===== config.mk =====
export PLATFORM = sky130hd
export DESIGN_NAME = analog_comparator_control
export DESIGN_NICKNAME = d
export VERILOG_FILES = /design/src/hdl/acmp_pkg.sv /design/src/hdl/analog_comparator_control.sv
export SDC_FILE = /design/constraint.sdc
export NUM_CORES = 1
export LEC_CHECK = 0
export ABC_AREA = 0
export BUFFER_PORTS_ARGS = -buffer_cell sky130_fd_sc_hd__buf_4
export CAP_MARGIN = 10
export CORE_MARGIN = 8
export CORE_UTILIZATION = 52
export CTS_BUF_LIST = sky130_fd_sc_hd__clkbuf_4
export DETAILED_ROUTE_END_ITERATION = 12
export GPL_ROUTABILITY_DRIVEN = 0
export GPL_TIMING_DRIVEN = 0
export PLACE_DENSITY = 0.88
export SLEW_MARGIN = 20
export SYNTH_ARGS = -nofsm -noshare
export SYNTH_HDL_FRONTEND = slang
export SYNTH_SLANG_ARGS = --single-unit

===== constraint.sdc =====
create_clock -name hclk -period 2.3 [get_ports hclk]
set_clock_uncertainty 0.2 [all_clocks]
set_input_delay 0.23 -clock hclk [delete_from_list [all_inputs] [get_ports hclk]]
set_output_delay 0.23 -clock hclk [all_outputs]
set_load 0.01 [all_outputs]

===== src/hdl/acmp_pkg.sv =====
// Purpose: Shared constants and types for the comparator control block
// Assumes: 32-bit AHB-Lite data, one word per register
// Notes:   Register byte address is four times the register index
package acmp_pkg;
  // ----------------------------------------
  // Register indices (byte address = index * 4)
  // ----------------------------------------
  localparam logic [15:0] IDX_AB_CONFIG  = 16'ha030;
  localparam logic [15:0] IDX_CD_CONFIG  = 16'ha031;
  localparam logic [15:0] IDX_LEVEL0     = 16'ha032;
  localparam logic [15:0] IDX_LEVEL1     = 16'ha033;
  localparam logic [15:0] IDX_LIVE       = 16'ha034;
  localparam logic [15:0] IDX_IRQ_STATUS = 16'ha035;
  localparam logic [15:0] IDX_IRQ_MASK   = 16'ha038;

  // ----------------------------------------
  // Field layout and reset values
  // ----------------------------------------
  localparam int          NUM_CHAN      = 4;
  localparam int          LEVEL_W       = 8;
  localparam int          CFG_W         = 4;
  localparam int          HI_NIBBLE_LSB = 4;
  localparam logic [7:0]  CONFIG_RESET  = 8'h00;
  localparam logic [7:0]  LEVEL_RESET   = 8'h00;
  localparam logic [3:0]  MASK_RESET    = 4'h0;
  localparam logic [1:0]  HTRANS_NONSEQ = 2'h2;

  // ----------------------------------------
  // Timing
  // ----------------------------------------
  localparam int CLK_MHZ       = 250;
  localparam int SETTLE_US     = 20;
  localparam int SETTLE_CYCLES = SETTLE_US * CLK_MHZ;
  localparam int SETTLE_W      = 16;

  // Channel indices; pad A and D share one input
  localparam int CH_A = 0;
  localparam int CH_B = 1;
  localparam int CH_C = 2;
  localparam int CH_D = 3;

  // Per-channel control, top bit first as stored in a config nibble
  typedef struct packed {
    logic on;
    logic thresh_src;
    logic irq_on;
    logic invert;
  } chan_cfg_s;

  // Captured AHB address phase
  typedef struct packed {
    logic        valid;
    logic        write;
    logic [15:0] index;
  } ahb_phase_s;
endpackage


===== src/hdl/analog_comparator_control.sv =====
// Purpose: Control and event logic for four analog comparators, AHB-Lite slave
// Assumes: Comparator outputs arrive asynchronously; one 250 MHz clock
`timescale 1ns/1ps
`default_nettype none
module analog_comparator_control
  import acmp_pkg::*;
#(
  parameter int SETTLE_COUNT = SETTLE_CYCLES
) (
  // Clock, reset, enable
  input  wire logic                 hclk,
  input  wire logic                 hresetn,
  input  wire logic                 ce,
  // AHB-Lite slave
  input  wire logic                 hsel,
  input  wire logic [31:0]          haddr,
  input  wire logic [1:0]           htrans,
  input  wire logic                 hwrite,
  input  wire logic [2:0]           hsize,
  input  wire logic [31:0]          hwdata,
  input  wire logic                 hready,
  output logic                      hreadyout,
  output logic                      hresp,
  output logic [31:0]               hrdata,
  // Analog comparator cells
  input  wire logic [NUM_CHAN-1:0]  comp_raw,
  output logic [NUM_CHAN-1:0]       comp_power_on,
  output logic [NUM_CHAN-1:0]       comp_use_external,
  output logic [LEVEL_W-1:0]        internal_threshold_level0,
  output logic [LEVEL_W-1:0]        internal_threshold_level1,
  // Pad usage for P1.4 .. P1.7
  output logic [3:0]                pad_comparator_use,
  // Interrupt
  output logic                      irq
);

  // ----------------------------------------
  // Declarations
  // ----------------------------------------
  logic [7:0]             ab_config;
  logic [7:0]             cd_config;
  logic [LEVEL_W-1:0]     level0;
  logic [LEVEL_W-1:0]     level1;
  logic [NUM_CHAN-1:0]    irq_status;
  logic [NUM_CHAN-1:0]    irq_mask;
  logic [NUM_CHAN-1:0]    sync_a;
  logic [NUM_CHAN-1:0]    sync_b;
  logic [NUM_CHAN-1:0]    prev_out;
  logic [NUM_CHAN-1:0]    settled;
  logic [NUM_CHAN-1:0]    live_out;
  logic [NUM_CHAN-1:0]    edge_event;
  logic [NUM_CHAN-1:0]    read_clear;
  chan_cfg_s              cfg [NUM_CHAN];
  ahb_phase_s             dphase;
  logic                   accept;
  logic [31:0]            next_rdata;

  // ----------------------------------------
  // Register map, index then name (byte address = index * 4)
  // ----------------------------------------
  // a030 ab_config  : A nibble over B nibble; on, src, irq_on, invert
  // a031 cd_config  : C nibble over D nibble, same layout
  // a032 level0     : internal threshold code 0
  // a033 level1     : internal threshold code 1
  // a034 live       : settled flags over live outputs, read only
  // a035 irq_status : sticky edge flags, cleared by the read that returns them
  // a038 irq_mask   : gates the irq output, same layout as the status
  // Unmapped indices read zero and drop writes; the bus always answers OKAY
  //
  // Edge to flag takes three edges: two synchroniser stages, then the flag.
  // The irq flop uses the next flag value, so it moves on that same edge.
  // With ce low every flop holds and hreadyout stalls the master.

  // Register index from a byte address; upper bits must be zero
  function automatic logic [16:0] reg_index(input logic [31:0] addr);
    reg_index = {(addr[31:18] != 14'h0000), addr[17:2]};
  endfunction

  // Data-phase write strobe for one register index
  function automatic logic wr_hit(input ahb_phase_s ph, input logic [15:0] idx);
    wr_hit = ph.valid && (ph.index == idx);
  endfunction

  // ----------------------------------------
  // Channel view of the configuration registers
  // ----------------------------------------
  // High nibble holds the first channel of a pair
  always_comb begin
    cfg[CH_A] = chan_cfg_s'(ab_config[7:HI_NIBBLE_LSB]);
    cfg[CH_B] = chan_cfg_s'(ab_config[CFG_W-1:0]);
    cfg[CH_C] = chan_cfg_s'(cd_config[7:HI_NIBBLE_LSB]);
    cfg[CH_D] = chan_cfg_s'(cd_config[CFG_W-1:0]);
  end

  // ----------------------------------------
  // AHB-Lite slave
  // ----------------------------------------
  // Stall the bus while frozen so no transfer is lost
  assign hreadyout = ce;
  assign hresp     = 1'b0;
  assign accept    = ce && hsel && hready && (htrans == HTRANS_NONSEQ || htrans[1]);

  // Address phase capture; hsize ignored, only words are mapped
  always_ff @(posedge hclk or negedge hresetn) begin
    if (!hresetn) begin
      dphase <= '0;
    end else if (ce) begin
      dphase.valid <= accept && hwrite && (haddr[31:18] == 14'h0000);
      dphase.write <= hwrite;
      dphase.index <= haddr[17:2];
    end
  end

  // Read data prepared in the address phase, held in a flop
  // Loading early keeps the data phase free of wait states
  always_comb begin
    next_rdata = 32'h0000_0000;
    case (reg_index(haddr))
      {1'b0, IDX_AB_CONFIG}:  next_rdata[7:0] = ab_config;
      {1'b0, IDX_CD_CONFIG}:  next_rdata[7:0] = cd_config;
      {1'b0, IDX_LEVEL0}:     next_rdata[7:0] = level0;
      {1'b0, IDX_LEVEL1}:     next_rdata[7:0] = level1;
      {1'b0, IDX_LIVE}:       next_rdata[7:0] = {settled, live_out};
      {1'b0, IDX_IRQ_STATUS}: next_rdata[3:0] = irq_status;
      {1'b0, IDX_IRQ_MASK}:   next_rdata[3:0] = irq_mask;
      default:                next_rdata = 32'h0000_0000;
    endcase
  end

  // Read data register, loaded at the address-phase edge
  always_ff @(posedge hclk or negedge hresetn) begin
    if (!hresetn) begin
      hrdata <= 32'h0000_0000;
    end else if (ce && accept && !hwrite) begin
      hrdata <= next_rdata;
    end
  end

  // Status read clears whatever it returned
  assign read_clear = (accept && !hwrite && reg_index(haddr) == {1'b0, IDX_IRQ_STATUS})
                      ? irq_status : '0;

  // ----------------------------------------
  // Configuration registers
  // ----------------------------------------
  // Channel A has no external option, so its select bit is held at zero
  always_ff @(posedge hclk or negedge hresetn) begin
    if (!hresetn) begin
      ab_config <= CONFIG_RESET;
      cd_config <= CONFIG_RESET;
    end else if (ce && dphase.valid) begin
      if (wr_hit(dphase, IDX_AB_CONFIG)) begin
        ab_config    <= hwdata[7:0];
        ab_config[6] <= 1'b0;
      end
      if (wr_hit(dphase, IDX_CD_CONFIG)) begin
        cd_config <= hwdata[7:0];
      end
    end
  end

  // Two internal threshold codes, 256 steps each
  always_ff @(posedge hclk or negedge hresetn) begin
    if (!hresetn) begin
      level0 <= LEVEL_RESET;
      level1 <= LEVEL_RESET;
    end else if (ce && dphase.valid) begin
      if (wr_hit(dphase, IDX_LEVEL0)) begin
        level0 <= hwdata[LEVEL_W-1:0];
      end
      if (wr_hit(dphase, IDX_LEVEL1)) begin
        level1 <= hwdata[LEVEL_W-1:0];
      end
    end
  end

  // Interrupt mask, same layout as the status register
  always_ff @(posedge hclk or negedge hresetn) begin
    if (!hresetn) begin
      irq_mask <= MASK_RESET;
    end else if (ce && wr_hit(dphase, IDX_IRQ_MASK)) begin
      irq_mask <= hwdata[NUM_CHAN-1:0];
    end
  end

  // ----------------------------------------
  // Analog side controls
  // ----------------------------------------
  // A and D share a pad; they compare against separate codes
  assign internal_threshold_level0 = level0;
  assign internal_threshold_level1 = level1;

  // Power and threshold source per channel, straight from the config nibbles
  generate
    for (genvar i = 0; i < NUM_CHAN; i++) begin : g_ctrl
      assign comp_power_on[i]     = cfg[i].on;
      assign comp_use_external[i] = (i != CH_A) && cfg[i].thresh_src;
    end
  endgenerate

  // P1.4 A and D, P1.5 B, P1.6 C, P1.7 external threshold
  assign pad_comparator_use[0] = cfg[CH_A].on || cfg[CH_D].on;
  assign pad_comparator_use[1] = cfg[CH_B].on;
  assign pad_comparator_use[2] = cfg[CH_C].on;
  assign pad_comparator_use[3] = |(comp_power_on & comp_use_external);

  // ----------------------------------------
  // Output synchroniser, polarity and edge detect
  // ----------------------------------------
  // First stage feeds only the second stage
  always_ff @(posedge hclk or negedge hresetn) begin
    if (!hresetn) begin
      sync_a <= '0;
      sync_b <= '0;
    end else if (ce) begin
      sync_a <= comp_raw;
      sync_b <= sync_a;
    end
  end

  // Edges are taken before inversion so flipping polarity makes no event
  always_ff @(posedge hclk or negedge hresetn) begin
    if (!hresetn) begin
      prev_out <= '0;
    end else if (ce) begin
      prev_out <= sync_b;
    end
  end

  // One settle counter and event gate per channel
  generate
    for (genvar i = 0; i < NUM_CHAN; i++) begin : g_chan
      logic [SETTLE_W-1:0] settle_cnt;

      assign live_out[i] = sync_b[i] ^ cfg[i].invert;
      // Both directions count; disabled or unsettled channels are quiet
      assign edge_event[i] = (sync_b[i] != prev_out[i]) && cfg[i].irq_on
                             && cfg[i].on && settled[i];

      // Bias settling time after power on; unreliable output ignored
      // Limitation: the counter width caps SETTLE_COUNT at 65536
      always_ff @(posedge hclk or negedge hresetn) begin
        if (!hresetn) begin
          settle_cnt <= '0;
          settled[i] <= 1'b0;
        end else if (ce) begin
          if (!cfg[i].on) begin
            settle_cnt <= '0;
            settled[i] <= 1'b0;
          end else if (settle_cnt >= SETTLE_W'(SETTLE_COUNT - 1)) begin
            settled[i] <= 1'b1;
          end else begin
            settle_cnt <= settle_cnt + 1'b1;
          end
        end
      end
    end
  endgenerate

  // ----------------------------------------
  // Interrupt status and output
  // ----------------------------------------
  // A new edge wins over a read clear in the same cycle
  // so an event is never lost to a racing status read
  always_ff @(posedge hclk or negedge hresetn) begin
    if (!hresetn) begin
      irq_status <= '0;
    end else if (ce) begin
      irq_status <= (irq_status & ~read_clear) | edge_event;
    end
  end

  // Level output while any unmasked flag is pending
  always_ff @(posedge hclk or negedge hresetn) begin
    if (!hresetn) begin
      irq <= 1'b0;
    end else if (ce) begin
      irq <= |((irq_status & ~read_clear | edge_event) & irq_mask);
    end
  end

  // ----------------------------------------
  // Unused inputs
  // ----------------------------------------
  // Transfer size is not checked; every access is treated as a word
  logic unused_size;
  assign unused_size = ^{hsize, dphase.write};

endmodule
`default_nettype wire


# Word level (Yosys, flattened, before mapping)
# Cells that the tools add are included.
totals:
  elab_cells: 129
  out_inout_bits: 63
  in_bits: 79
  regBits: 145
op_classes:
  n_mux: 19
  order_cmp: 4
  n_reduce_logical: 47
  bitwise_logic: 9
  n_addsub: 4
  eq_ne: 25
ops:
  columns: ["op", "count"]
  rows:
  - ["$mux 16", 8]
  - ["$eq 17x16->1 const B", 7]
  - ["$eq 16x16->1 const B", 5]
  - ["$add 16x1->16 const B", 4]
  - ["$ge 16x13->1 const B", 4]
  - ["$logic_and 1x1->1", 28]
  - ["$pmux 4 s7", 1]
  - ["$reduce_and 2->1", 12]
  - ["$pmux 4 s5", 1]
  - ["$logic_not 14->1", 1]
  - ["$reduce_bool 14->1", 1]
  - ["$and 4x4->4", 3]
  - ["$mux 1", 8]
  - ["$ne 2x1->1 const B", 4]
  - ["$ne 2x2->1 const B", 4]
  - ["$reduce_or 4->1", 2]
  - ["$mux 4", 1]
  - ["$ne 1x1->1", 4]
  - ["$not 4->4", 1]
  - ["$or 4x4->4", 1]
  - ["$xor 1x1->1", 4]
  - ["$eq 2x2->1 const B", 1]
  - ["$logic_or 1x1->1", 2]
  - ["$logic_not 1->1", 1]

# Depth between registers and ports, before layout
# Gate-level depths: netlist of the first run.
depth:
  depth_word: 11
  depth_mapped: 8
  mapped_depth_nobuf: 7

# Least setup slack after synthesis of the first run
# Ideal clock, no wire load.
synth_path:
  kind: "reg-to-reg"
  startpoint: "reg g_chan[2].settle_cnt[0]"
  endpoint: "reg g_chan[2].settle_cnt[10]"
  setup_ns: 0.123
  slack_ns: 0.034
  period_less_slack_ns: 2.266
  path_buffers: 0
  required_time_ns: 1.977
  arrival_ns: 1.944
  stages_incl_launch_ff: 8
  cell_sequence: "dfrtp_1 ha_1 nand2_1 a21oi_1 o31ai_4 nand3_4 or4_4 mux2i_1"
synth_via:
  elab_chain_len: 3
  word_cells_on_any_way: 6
  cone_classes: "1 x add/sub; 1 x order compare; 1 x eq/ne; 2 x mux; 1 x reduce/logical"
synth_rtl:
  columns: ["item", "line_no", "source"]
  rows:
  - ["start: declaration", "analog_comparator_control.sv:233", "logic [SETTLE_W-1:0] settle_cnt;"]
  - ["start signal: assignment", "analog_comparator_control.sv:253", "settle_cnt <= settle_cnt + 1'b1;"]
  - ["$add 16x1->16 or $ge 16x13->1 (tied branches)", "analog_comparator_control.sv:253, analog_comparator_control.sv:250", null]
  - ["$mux 16 or $ne 2x2->1 (tied branches)", null, null]
  - ["$mux 16 or $reduce_and 2->1 (tied branches)", null, null]
# Parallel ways exist; a longest one is shown, timed or not. The select of a mux whose other input is x is not followed.
# A chain may end at the register's enable or synchronous reset.

# Worst setup path in the final report of the first run
layout_path:
  startpoint: "reg dphase[7] (netlist bit)"
  endpoint: "reg ab_config[1]"
layout_via:
  elab_chain_len: 3
layout_rtl:
  columns: ["item", "line_no", "source"]
  rows:
  - ["start: declaration", "analog_comparator_control.sv:54", "ahb_phase_s dphase;"]
  - ["$eq 16x16->1", "analog_comparator_control.sv:81", "wr_hit = ph.valid && (ph.index == idx);"]
  - ["$logic_and 1x1->1", "analog_comparator_control.sv:81", null]
  - ["$reduce_and 2->1 (no source line)", null, null]
  - ["end signal: assignment", "analog_comparator_control.sv:153", "ab_config <= hwdata[7:0];"]
  - ["end: declaration", "analog_comparator_control.sv:40", "logic [7:0] ab_config;"]
# Every way passes these cells.

==> impl_results.md, run 1 <==
* Die area at 18,330 um^2
* Final slew viol count at 0
* Hold Crit Start: haddr[13]
* PD cells at 594.8 nW/um^2
* Cell depth of the worst hold path at 5
* Layout cells sized above 1 at 0.3067
* I/O pin cnt at 142
* Initial antenna violation count at 0
* Final Power at 5.648 mW
* CP Capture Type: flop
* Fmax at 414.1 MHz
* Antenna Nets Post-Route at 0
* Mapped Cells at 716
* Worst path required time at 2.59 ns
* RSZ-0062 raised after global routing: true
* Flop-to-flop setup slack at -0.12 ns
* Vias in the first global route at 6,230
* First-pass detailed-route iteration total at 7
* CTS Buf Count at 17
* Crit Path Category: reg -> reg
* Max-cap viol count at 0
* Worst setup SP type: flop
* Final core occ at 0.6842
* Unique cell type count in the Yosys netlist at 61
* Top cell type's share of synthesized area at 0.4896
* Worst r2r src: dphase[7]$_DFFE_PN0P_
* Largest net degree at the start of global routing at 99
* Vias per cell at 5.900
* Type of the worst min-delay path: in -> reg
* Clk pin slew, worst setup/hold paths at 0.13 ns
* Synth area leader: dfrtp_1
* Leakage at between 4 and 5 nW
* Rel. slew slack at 0.4817
* Hold endpoint: irq_status[1]$_DFFE_PN0P_
* H-tree depth at 4
* # rows at 43
* TritonCTS clock tree: yes
* Root Driver: clkbuf_4
* Clock Latency Late Sink at 0.60 ns
* Antenna diodes at 0
* Number of synthesized flops with an enable pin at 0
* Avg Inst Size Synth at 10.35 um^2
* Post-placement cell count at 1,006
* Worst R2R Path Depth at 7
* Synth top cells by count: 145 x dfrtp_1, 63 x mux2_2, 60 x nand2_1, 59 x nor2_1, 37 x buf_4
* CTS max path bufs at 2
* Fin crit share at 1.050
* Sinks on Clock Net at 145
* Status: finished with violations
* Sequential fraction of the synthesis area at 0.4896
* Most common cell in the netlist: dfrtp_1
* Final WS setup at -0.1151 ns
* Die Y at approximately 140 um
* Die W at roughly 140 um
* Drt total wl at 21,060 um
* RR Endpoint: ab_config[1]$_DFFE_PN0P_
* CP arrival at 2.71 ns
* DRC viols at 0
* #FFs+latches synth at 145
* Failing checks: negative setup slack
* First-pass GRT wire length at 31,940 um
* Tmin final at 2.415 ns
* Non-Filler Instances at 1,093
* Maximum fanout along the worst path at 7
* Top post-synthesis cells by area: dfrtp_1 49%, mux2_2 9.6%, buf_4 3.7%
* Total track usage at 0.2200
* Ys async rst share at 1.000
* Core area at 13,880 um^2
* Top_reg_cell synth: dfrtp_1
* Slew @ Worst Pin at 0.7732 ns
* DRT iter0 DRCs at 737
* Vias at 6,449
* Area Growth Syn to Fin at 28.14%
* Worst VDD drop at 0.4019 mV
* Detailed placer's ending HPWL at 13,330 um
* Initial Util at 0.5339
* Final Hold Viols at 0
* Syn. warnings at 0
* Netlist Area Pre-Place at 7411 um^2
* Fillers at 957
* Final setup fails at 22
* Global route total overflow at 0
* Nets@finish at between 900 and 1,000
* I/O Buffers at 84
* Post-DR wirelength/cell at 19.27 um
-- per-layer routing --
| layer | global-route usage | vias to the layer above | wire length [um] |
|---|---|---|---|
| li1 | - | 2897 | - |
| met1 | 0.2729 | 3106 | 8130 |
| met3 | 0.06751 | 74 | 1935 |
| met4 | 0.07279 | 0 | 709 |
| met2 | 0.3585 | 372 | 10290 |
| met5 | 0 | - | 0 |
-- power by group --
group          leakage, nW  internal (mW)  switching [mW]
logic                 2.47          0.461           0.454
clock network        0.155          0.672            1.01
registers             1.90           2.78           0.273
-- worst max-delay path, cell delays in order (launching register included) --
cell	delay, ns
dfrtp_1	0.42
nand4b_1	0.27
nor4_4	0.34
nand3_4	0.18
buf_6	0.19
nor4_4	0.16
buf_6	0.22
mux2_4	0.33
-- area by class of cell --
cell class	count	area, um^2	area share
multi-input cells	516	3680	0.3875
flip-flops and latches	145	3633	0.3826
repair buffers	141	1220	0.1285
plain buffers	63	385.4	0.04058
well taps	180	225.2	0.02372
clock inverters	14	157.7	0.01660
clock buffers	18	135.1	0.01423
inverters	16	60.06	0.006324
-- logic make-up (layout without fill, tap and decap cells) --
| logic type | after synthesis | in the layout | synth area share |
|---|---|---|---|
| AOI/OAI and AO/OA | 116 | 116 | 0.1059 |
| DFF | 145 | 145 | 0.4896 |
| xor gates and xnor gates | 30 | 30 | 0.03545 |
| muxes | 75 | 75 | 0.1119 |
| buffers and inverters | 80 | 252 | 0.05943 |
| other | 1 | 26 | 0.0005060 |
| and+or+nand+nor | 265 | 265 | 0.1904 |
| adders and majority gates | 4 | 4 | 0.006754 |
-- sequential cells by signal (all words and copies together) (netlist names), 4 cells and up --
signal	count
ab_config	7
cd_config	8
dphase	17
g_chan.settle_cnt	64
hrdata	8
internal_threshold_level0	8
internal_threshold_level1	8
irq_mask	4
irq_status	4
prev_out	4
settled	4
sync_a	4
sync_b	4
-- worst max path at each step --
stage,depth (start not counted),start,endpoint,slack [ns]
6_report,7,dphase[7]$_DFFE_PN0P_,ab_config[1]$_DFFE_PN0P_,-0.12
5_1_grt,6,dphase[7]$_DFFE_PN0P_,internal_threshold_level0[5]$_DFFE_PN0P_,-0.21
4_1_cts,7,g_chan[0].settle_cnt[0]$_DFFE_PN0P_,g_chan[0].settle_cnt[5]$_DFFE_PN0P_,0.0002
3_5_place_dp,5,dphase[7]$_DFFE_PN0P_,internal_threshold_level0[4]$_DFFE_PN0P_,-0.52
3_3_place_gp,5,dphase[7]$_DFFE_PN0P_,cd_config[4]$_DFFE_PN0P_,-0.49
2_1_floorplan,7,g_chan[2].settle_cnt[0]$_DFFE_PN0P_,g_chan[2].settle_cnt[10]$_DFFE_PN0P_,0.03
-- through the flow --
| stage | setup WS [ns] | instance area [um^2] | hold WS (ns) | TNS [ns] |
|---|---|---|---|---|
| global placement | -0.4927 | 8361 | 0.2565 | -14.73 |
| detailed placement | -0.5218 | 8404 | -0.04301 | -18.45 |
| global route | -0.2106 | 9497 | 0.04781 | -4.855 |
| CTS | 0.0002189 | 9221 | 0.002514 | 0 |
| finish | -0.1151 | 9497 | 0.04801 | -1.555 |
| floorplan | 0.03362 | 7505 | -0.2656 | 0 |
-- timing repair --
item | in CTS | in global routing
gates cloned | 0 | 1
pin swaps | 6 | 15
buffers inserted | 14 | 8
setup endpoints to repair | 60 | 73
gates resized for setup | 13 | 64
endpoints found under the hold margin | 199 | 0
hold buffers | 34 | 0
-- cells in the final DEF, fill, tap and decap left out, types with 4 or more instances in the layout --
cell type and instances:
mux2i_1 12, nand2_1 58, nand4_1 23, mux2_2 40, conb_1 26, dlygate4sd3_1 33
nor2_1 58, and2_1 9, xor2_1 20, xnor2_1 10, buf_4 133, o211ai_1 6
a21o_1 6, a21oi_1 22, dfrtp_1 141, nor4_1 6, dfrtp_2 4, inv_1 16
mux2_4 23, nand2b_1 4, nor2b_1 8, clkbuf_4 19, nand3_4 4, nor3_1 13
a22o_1 7, nand3_1 27, o21ai_1 5, o21ai_0 24, clkbuf_1 19, buf_6 9
and4_1 4, o31ai_1 4, a41oi_1 4, a22oi_1 7, o22ai_1 8, or4_1 6
clkinv_4 5, a31oi_1 6, and3_1 16
Note: power is estimated with default switching activity, not from simulation.
==> inputs of run 2 (changes only) <==
--- a/config.mk
+++ b/config.mk
@@ -5,7 +5,7 @@
 export SDC_FILE = /design/constraint.sdc
 export NUM_CORES = 1
 export LEC_CHECK = 0
-export ABC_AREA = 0
+export ABC_AREA = 1
 export BUFFER_PORTS_ARGS = -buffer_cell sky130_fd_sc_hd__buf_4
 export CAP_MARGIN = 10
 export CORE_MARGIN = 8
@@ -14,7 +14,8 @@
 export DETAILED_ROUTE_END_ITERATION = 12
 export GPL_ROUTABILITY_DRIVEN = 0
 export GPL_TIMING_DRIVEN = 0
-export PLACE_DENSITY = 0.88
+export MAX_ROUTING_LAYER = met4
+export PLACE_DENSITY = 0.87
 export SLEW_MARGIN = 20
 export SYNTH_ARGS = -nofsm -noshare
 export SYNTH_HDL_FRONTEND = slang
==> impl_results.md, run 2 <==
* Root Driver: clkbuf_4 (unchanged)
* Avg Inst Size Synth at 7.727 um^2 (was 10.35 um^2)
* Clock Latency Late Sink at 0.60 ns (about the same)
* Buffers and inverters on the worst path at 2 (unchanged)
* DRT iter0 DRCs at 526 (was 737)
* Fmax at 453.0 MHz (was 414.1 MHz)
* Worst path required time at 1.87 ns (was 2.59 ns)
* Crit Path Category: reg -> out (was reg -> reg)
* I/O pin cnt at 142 (unchanged)
* Crit path max-delay cell type: dfrtp_2 (was dfrtp_1)
* Register name with the most flops: g_chan.settle_cnt (unchanged)
* Final core occ at 0.6482 (was 0.6842)
* Die Y at 137.7 um (was 135.4 um)
* Layout cells sized above 1 at 0.1810 (was 0.3067)
* Area of placed instances at 8701 um^2 (was 8404 um^2)
* Maximum fanout along the worst path at 9 (was 7)
* Die area at 18,970 um^2 (was 18,330 um^2)
* Most frequent cells in the layout: 269 x nand2_1, 143 x dfrtp_1, 128 x buf_4 (was 141 x dfrtp_1, 133 x buf_4, 58 x nand2_1, 58 x nor2_1, 40 x mux2_2)
* Vias per cell at 5.192 (was 5.900)
* Core area at 14,480 um^2 (was 13,880 um^2)
* Vias in the first global route at 7,097 (was 6,230)
* Leakage at 4.701 nW (was 4.518 nW)
* Largest regs: g_chan.settle_cnt: 64 flops, dphase: 17 flops (unchanged)
* Netlist Area Pre-Place at 7704 um^2 (was 7411 um^2)
* Max FFs per register at 64 (unchanged)
* CP cell instances: clkinv_2 -> o211ai_1 -> buf_4 (was nand4b_1 -> nor4_4 -> nand3_4 -> buf_6 -> nor4_4 -> buf_6 -> mux2_4)
* Top_reg_cell synth: dfrtp_1 (unchanged)
* H-tree depth at 4 (unchanged)
* Largest net degree at the start of global routing at 82 (was 99)
* Fin Setup TNS at 0 ns (was -1.555 ns)
* Syn. warnings at 0 (unchanged)
* Final setup fails at 0 (was 22)
* PD cells at 545.1 nW/um^2 (was 594.8 nW/um^2)
* Most common cell in the netlist: nand2_1 (was dfrtp_1)
* Top cell type's share of synthesized area at 0.4710 (was 0.4896)
* First-pass detailed-route iteration total at 5 (was 7)
* Unique cell type count in the Yosys netlist at 40 (was 61)
* Ys async rst share at 1.000 (unchanged)
* DRC viols at 0 (unchanged)
* Slew @ Worst Pin at 0.6361 ns (was 0.7732 ns)
* # rows at 44 (was 43)
* Die W at 137.7 um (was 135.4 um)
* Detailed placer's ending HPWL at 14,130 um (was 13,330 um)
* Final non-filler cell area at 9385 um^2 (was 9497 um^2)
* Type of the worst min-delay path: in -> reg (unchanged)
* Initial Util at 0.5321 (was 0.5339)
* Tmin final at 2.207 ns (was 2.415 ns)
* I/O Buffers at 85 (was 84)
* Vias at 7,072 (was 6,449)
* CTS Buf Count at 17 (unchanged)
* Synth area leader: dfrtp_1 (unchanged)
* Crit path max-delay family: flip-flops (was simple AND/OR/NAND/NOR gates)
* Top post-synthesis cells by area: dfrtp_1 47%, nand2_1 13%, nor2_1 6.1% (was dfrtp_1 49%, mux2_2 9.6%, buf_4 3.7%)
* Sinks on Clock Net at 145 (unchanged)
* Clk pin slew, worst setup/hold paths at 0.12 ns (was 0.13 ns)
* TritonCTS clock tree: yes (unchanged)
* Drt total wl at 20,050 um (was 21,060 um)
* Initial antenna violation count at 1 (was 0)
* Rel. slew slack at 0.5760 (was 0.4817)
* Worst VDD drop at 0.4132 mV (was 0.4019 mV)
* Commonest non-fill, non-tap cell in the layout: nand2_1 (was dfrtp_1)
* Nets@finish at 1,247 (was 983)
* #FFs+latches synth at 145 (unchanged)
* Post-DR wirelength/cell at 14.72 um (was 19.27 um)
* Final Hold Viols at 0 (unchanged)
* CP arrival at 1.78 ns (was 2.71 ns)
* First-pass GRT wire length at 33,500 um (was 31,940 um)
* Fin crit share at 0.9597 (was 1.050)
* Antenna Nets Post-Route at 0 (unchanged)
* Max-cap viol count at 0 (unchanged)
* Slowest stage delay, CP at 0.52 ns (was 0.42 ns)
* Worst setup SP type: flop (unchanged)
* Sequential fraction of the synthesis area at 0.4710 (was 0.4896)
* Status: complete, no violations (was finished with violations)
* CP Capture Type: output port (was flop)
* Synth top cells by count: 269 x nand2_1, 145 x dfrtp_1, 125 x nor2_1, 115 x inv_1, 59 x o21ai_0 (was 145 x dfrtp_1, 63 x mux2_2, 60 x nand2_1, 59 x nor2_1, 37 x buf_4)
* Mapped Cells at 997 (was 716)
* Total track usage at 0.2301 (was 0.2200)
* Final slew viol count at 0 (unchanged)
* Global route total overflow at 0 (unchanged)
* Number of synthesized flops with an enable pin at 0 (unchanged)
* Flop-to-flop setup slack at 0.16 ns (was -0.12 ns)
* CTS max path bufs at 2 (unchanged)
* Area Growth Syn to Fin at 21.83% (was 28.14%)
[run 2: cell families after synthesis]
family | synth area share
xor gates and xnor gates | 0.02956
AOI/OAI and AO/OA | 0.09843
and+or+nand+nor | 0.2820
buffers and inverters | 0.1095
muxes | 0.002599
other | 0.0004868
DFF | 0.4710
adders and majority gates | 0.006497
[run 2: path summary, 6_finish.rpt]
path,from,endpoint,cells after the start
worst max register to register,dphase[11]$_DFFE_PN0P_,ab_config[3]$_DFFE_PN0P_,9
worst min-delay path,htrans[1],hrdata[7]$_DFFE_PN0P_,6
worst max-delay path,ab_config[3]$_DFFE_PN0P_,pad_comparator_use[3],3
worst min register to register,sync_a[1]$_DFFE_PN0P_,sync_a[1]$_DFFE_PN0P_,2
min in group asynchronous,hresetn,internal_threshold_level0[4]$_DFFE_PN0P_,3
max in group asynchronous,hresetn,ab_config[3]$_DFFE_PN0P_,4
[run 2: report_power, final]
group	total, mW	switching [mW]	internal (mW)
sequential	2.78	0.0997	2.68
clock	1.66	0.979	0.682
combinational	0.675	0.380	0.295
[run 2: worst min-delay path: cells and delay by family]
family	cells	cell delay [ns]
buffers and inverters	1	0.11
and+or+nand+nor	5	0.45
[run 2: cell type report]
| type | count | area, um^2 |
|---|---|---|
| repair buffers | 124 | 1044 |
| clock inverters | 12 | 135.1 |
| clock buffers | 20 | 150.1 |
| plain buffers | 60 | 407.9 |
| inverters | 118 | 447.9 |
| diodes | 1 | 2.502 |
| well taps | 184 | 230.2 |
| flip-flops and latches | 145 | 3631 |
| fillers | 1167 | 5094 |
| multi-input cells | 698 | 3337 |
[run 2: through the flow]
stage | hold WS (ns) | worst slack, ns | cells | power (mW)
floorplan | -0.2656 | 0.4304 | 1022 | 3.183
global placement | 0.2320 | 0.1799 | 1291 | 3.404
detailed placement | 0.002089 | 0.1595 | 1292 | 3.438
CTS | 0.01121 | 0.002672 | 1357 | 5.112
global route | 0.06915 | -0.0008513 | 1362 | 5.333
finish | 0.04530 | 0.09270 | 1362 | 5.116
[run 2: what timing repair did]
| item | CTS | global route |
|---|---|---|
| resized for setup | 5 | 11 |
| hold buffers | 34 | 0 |
| endpoints found under the setup margin | 2 | 25 |
| hold endpoints to repair | 218 | 0 |
| gates cloned | 0 | 0 |
| setup buffers | 0 | 4 |
| pin swaps | 0 | 1 |
[run 2: per-layer routing]
layer	vias up	global-route usage	part of all wire
li1	3438	-	-
met1	3292	0.2744	0.42
met2	282	0.3690	0.49
met3	60	0.04595	0.063
met4	0	0.1093	0.032
met5	-	-	0
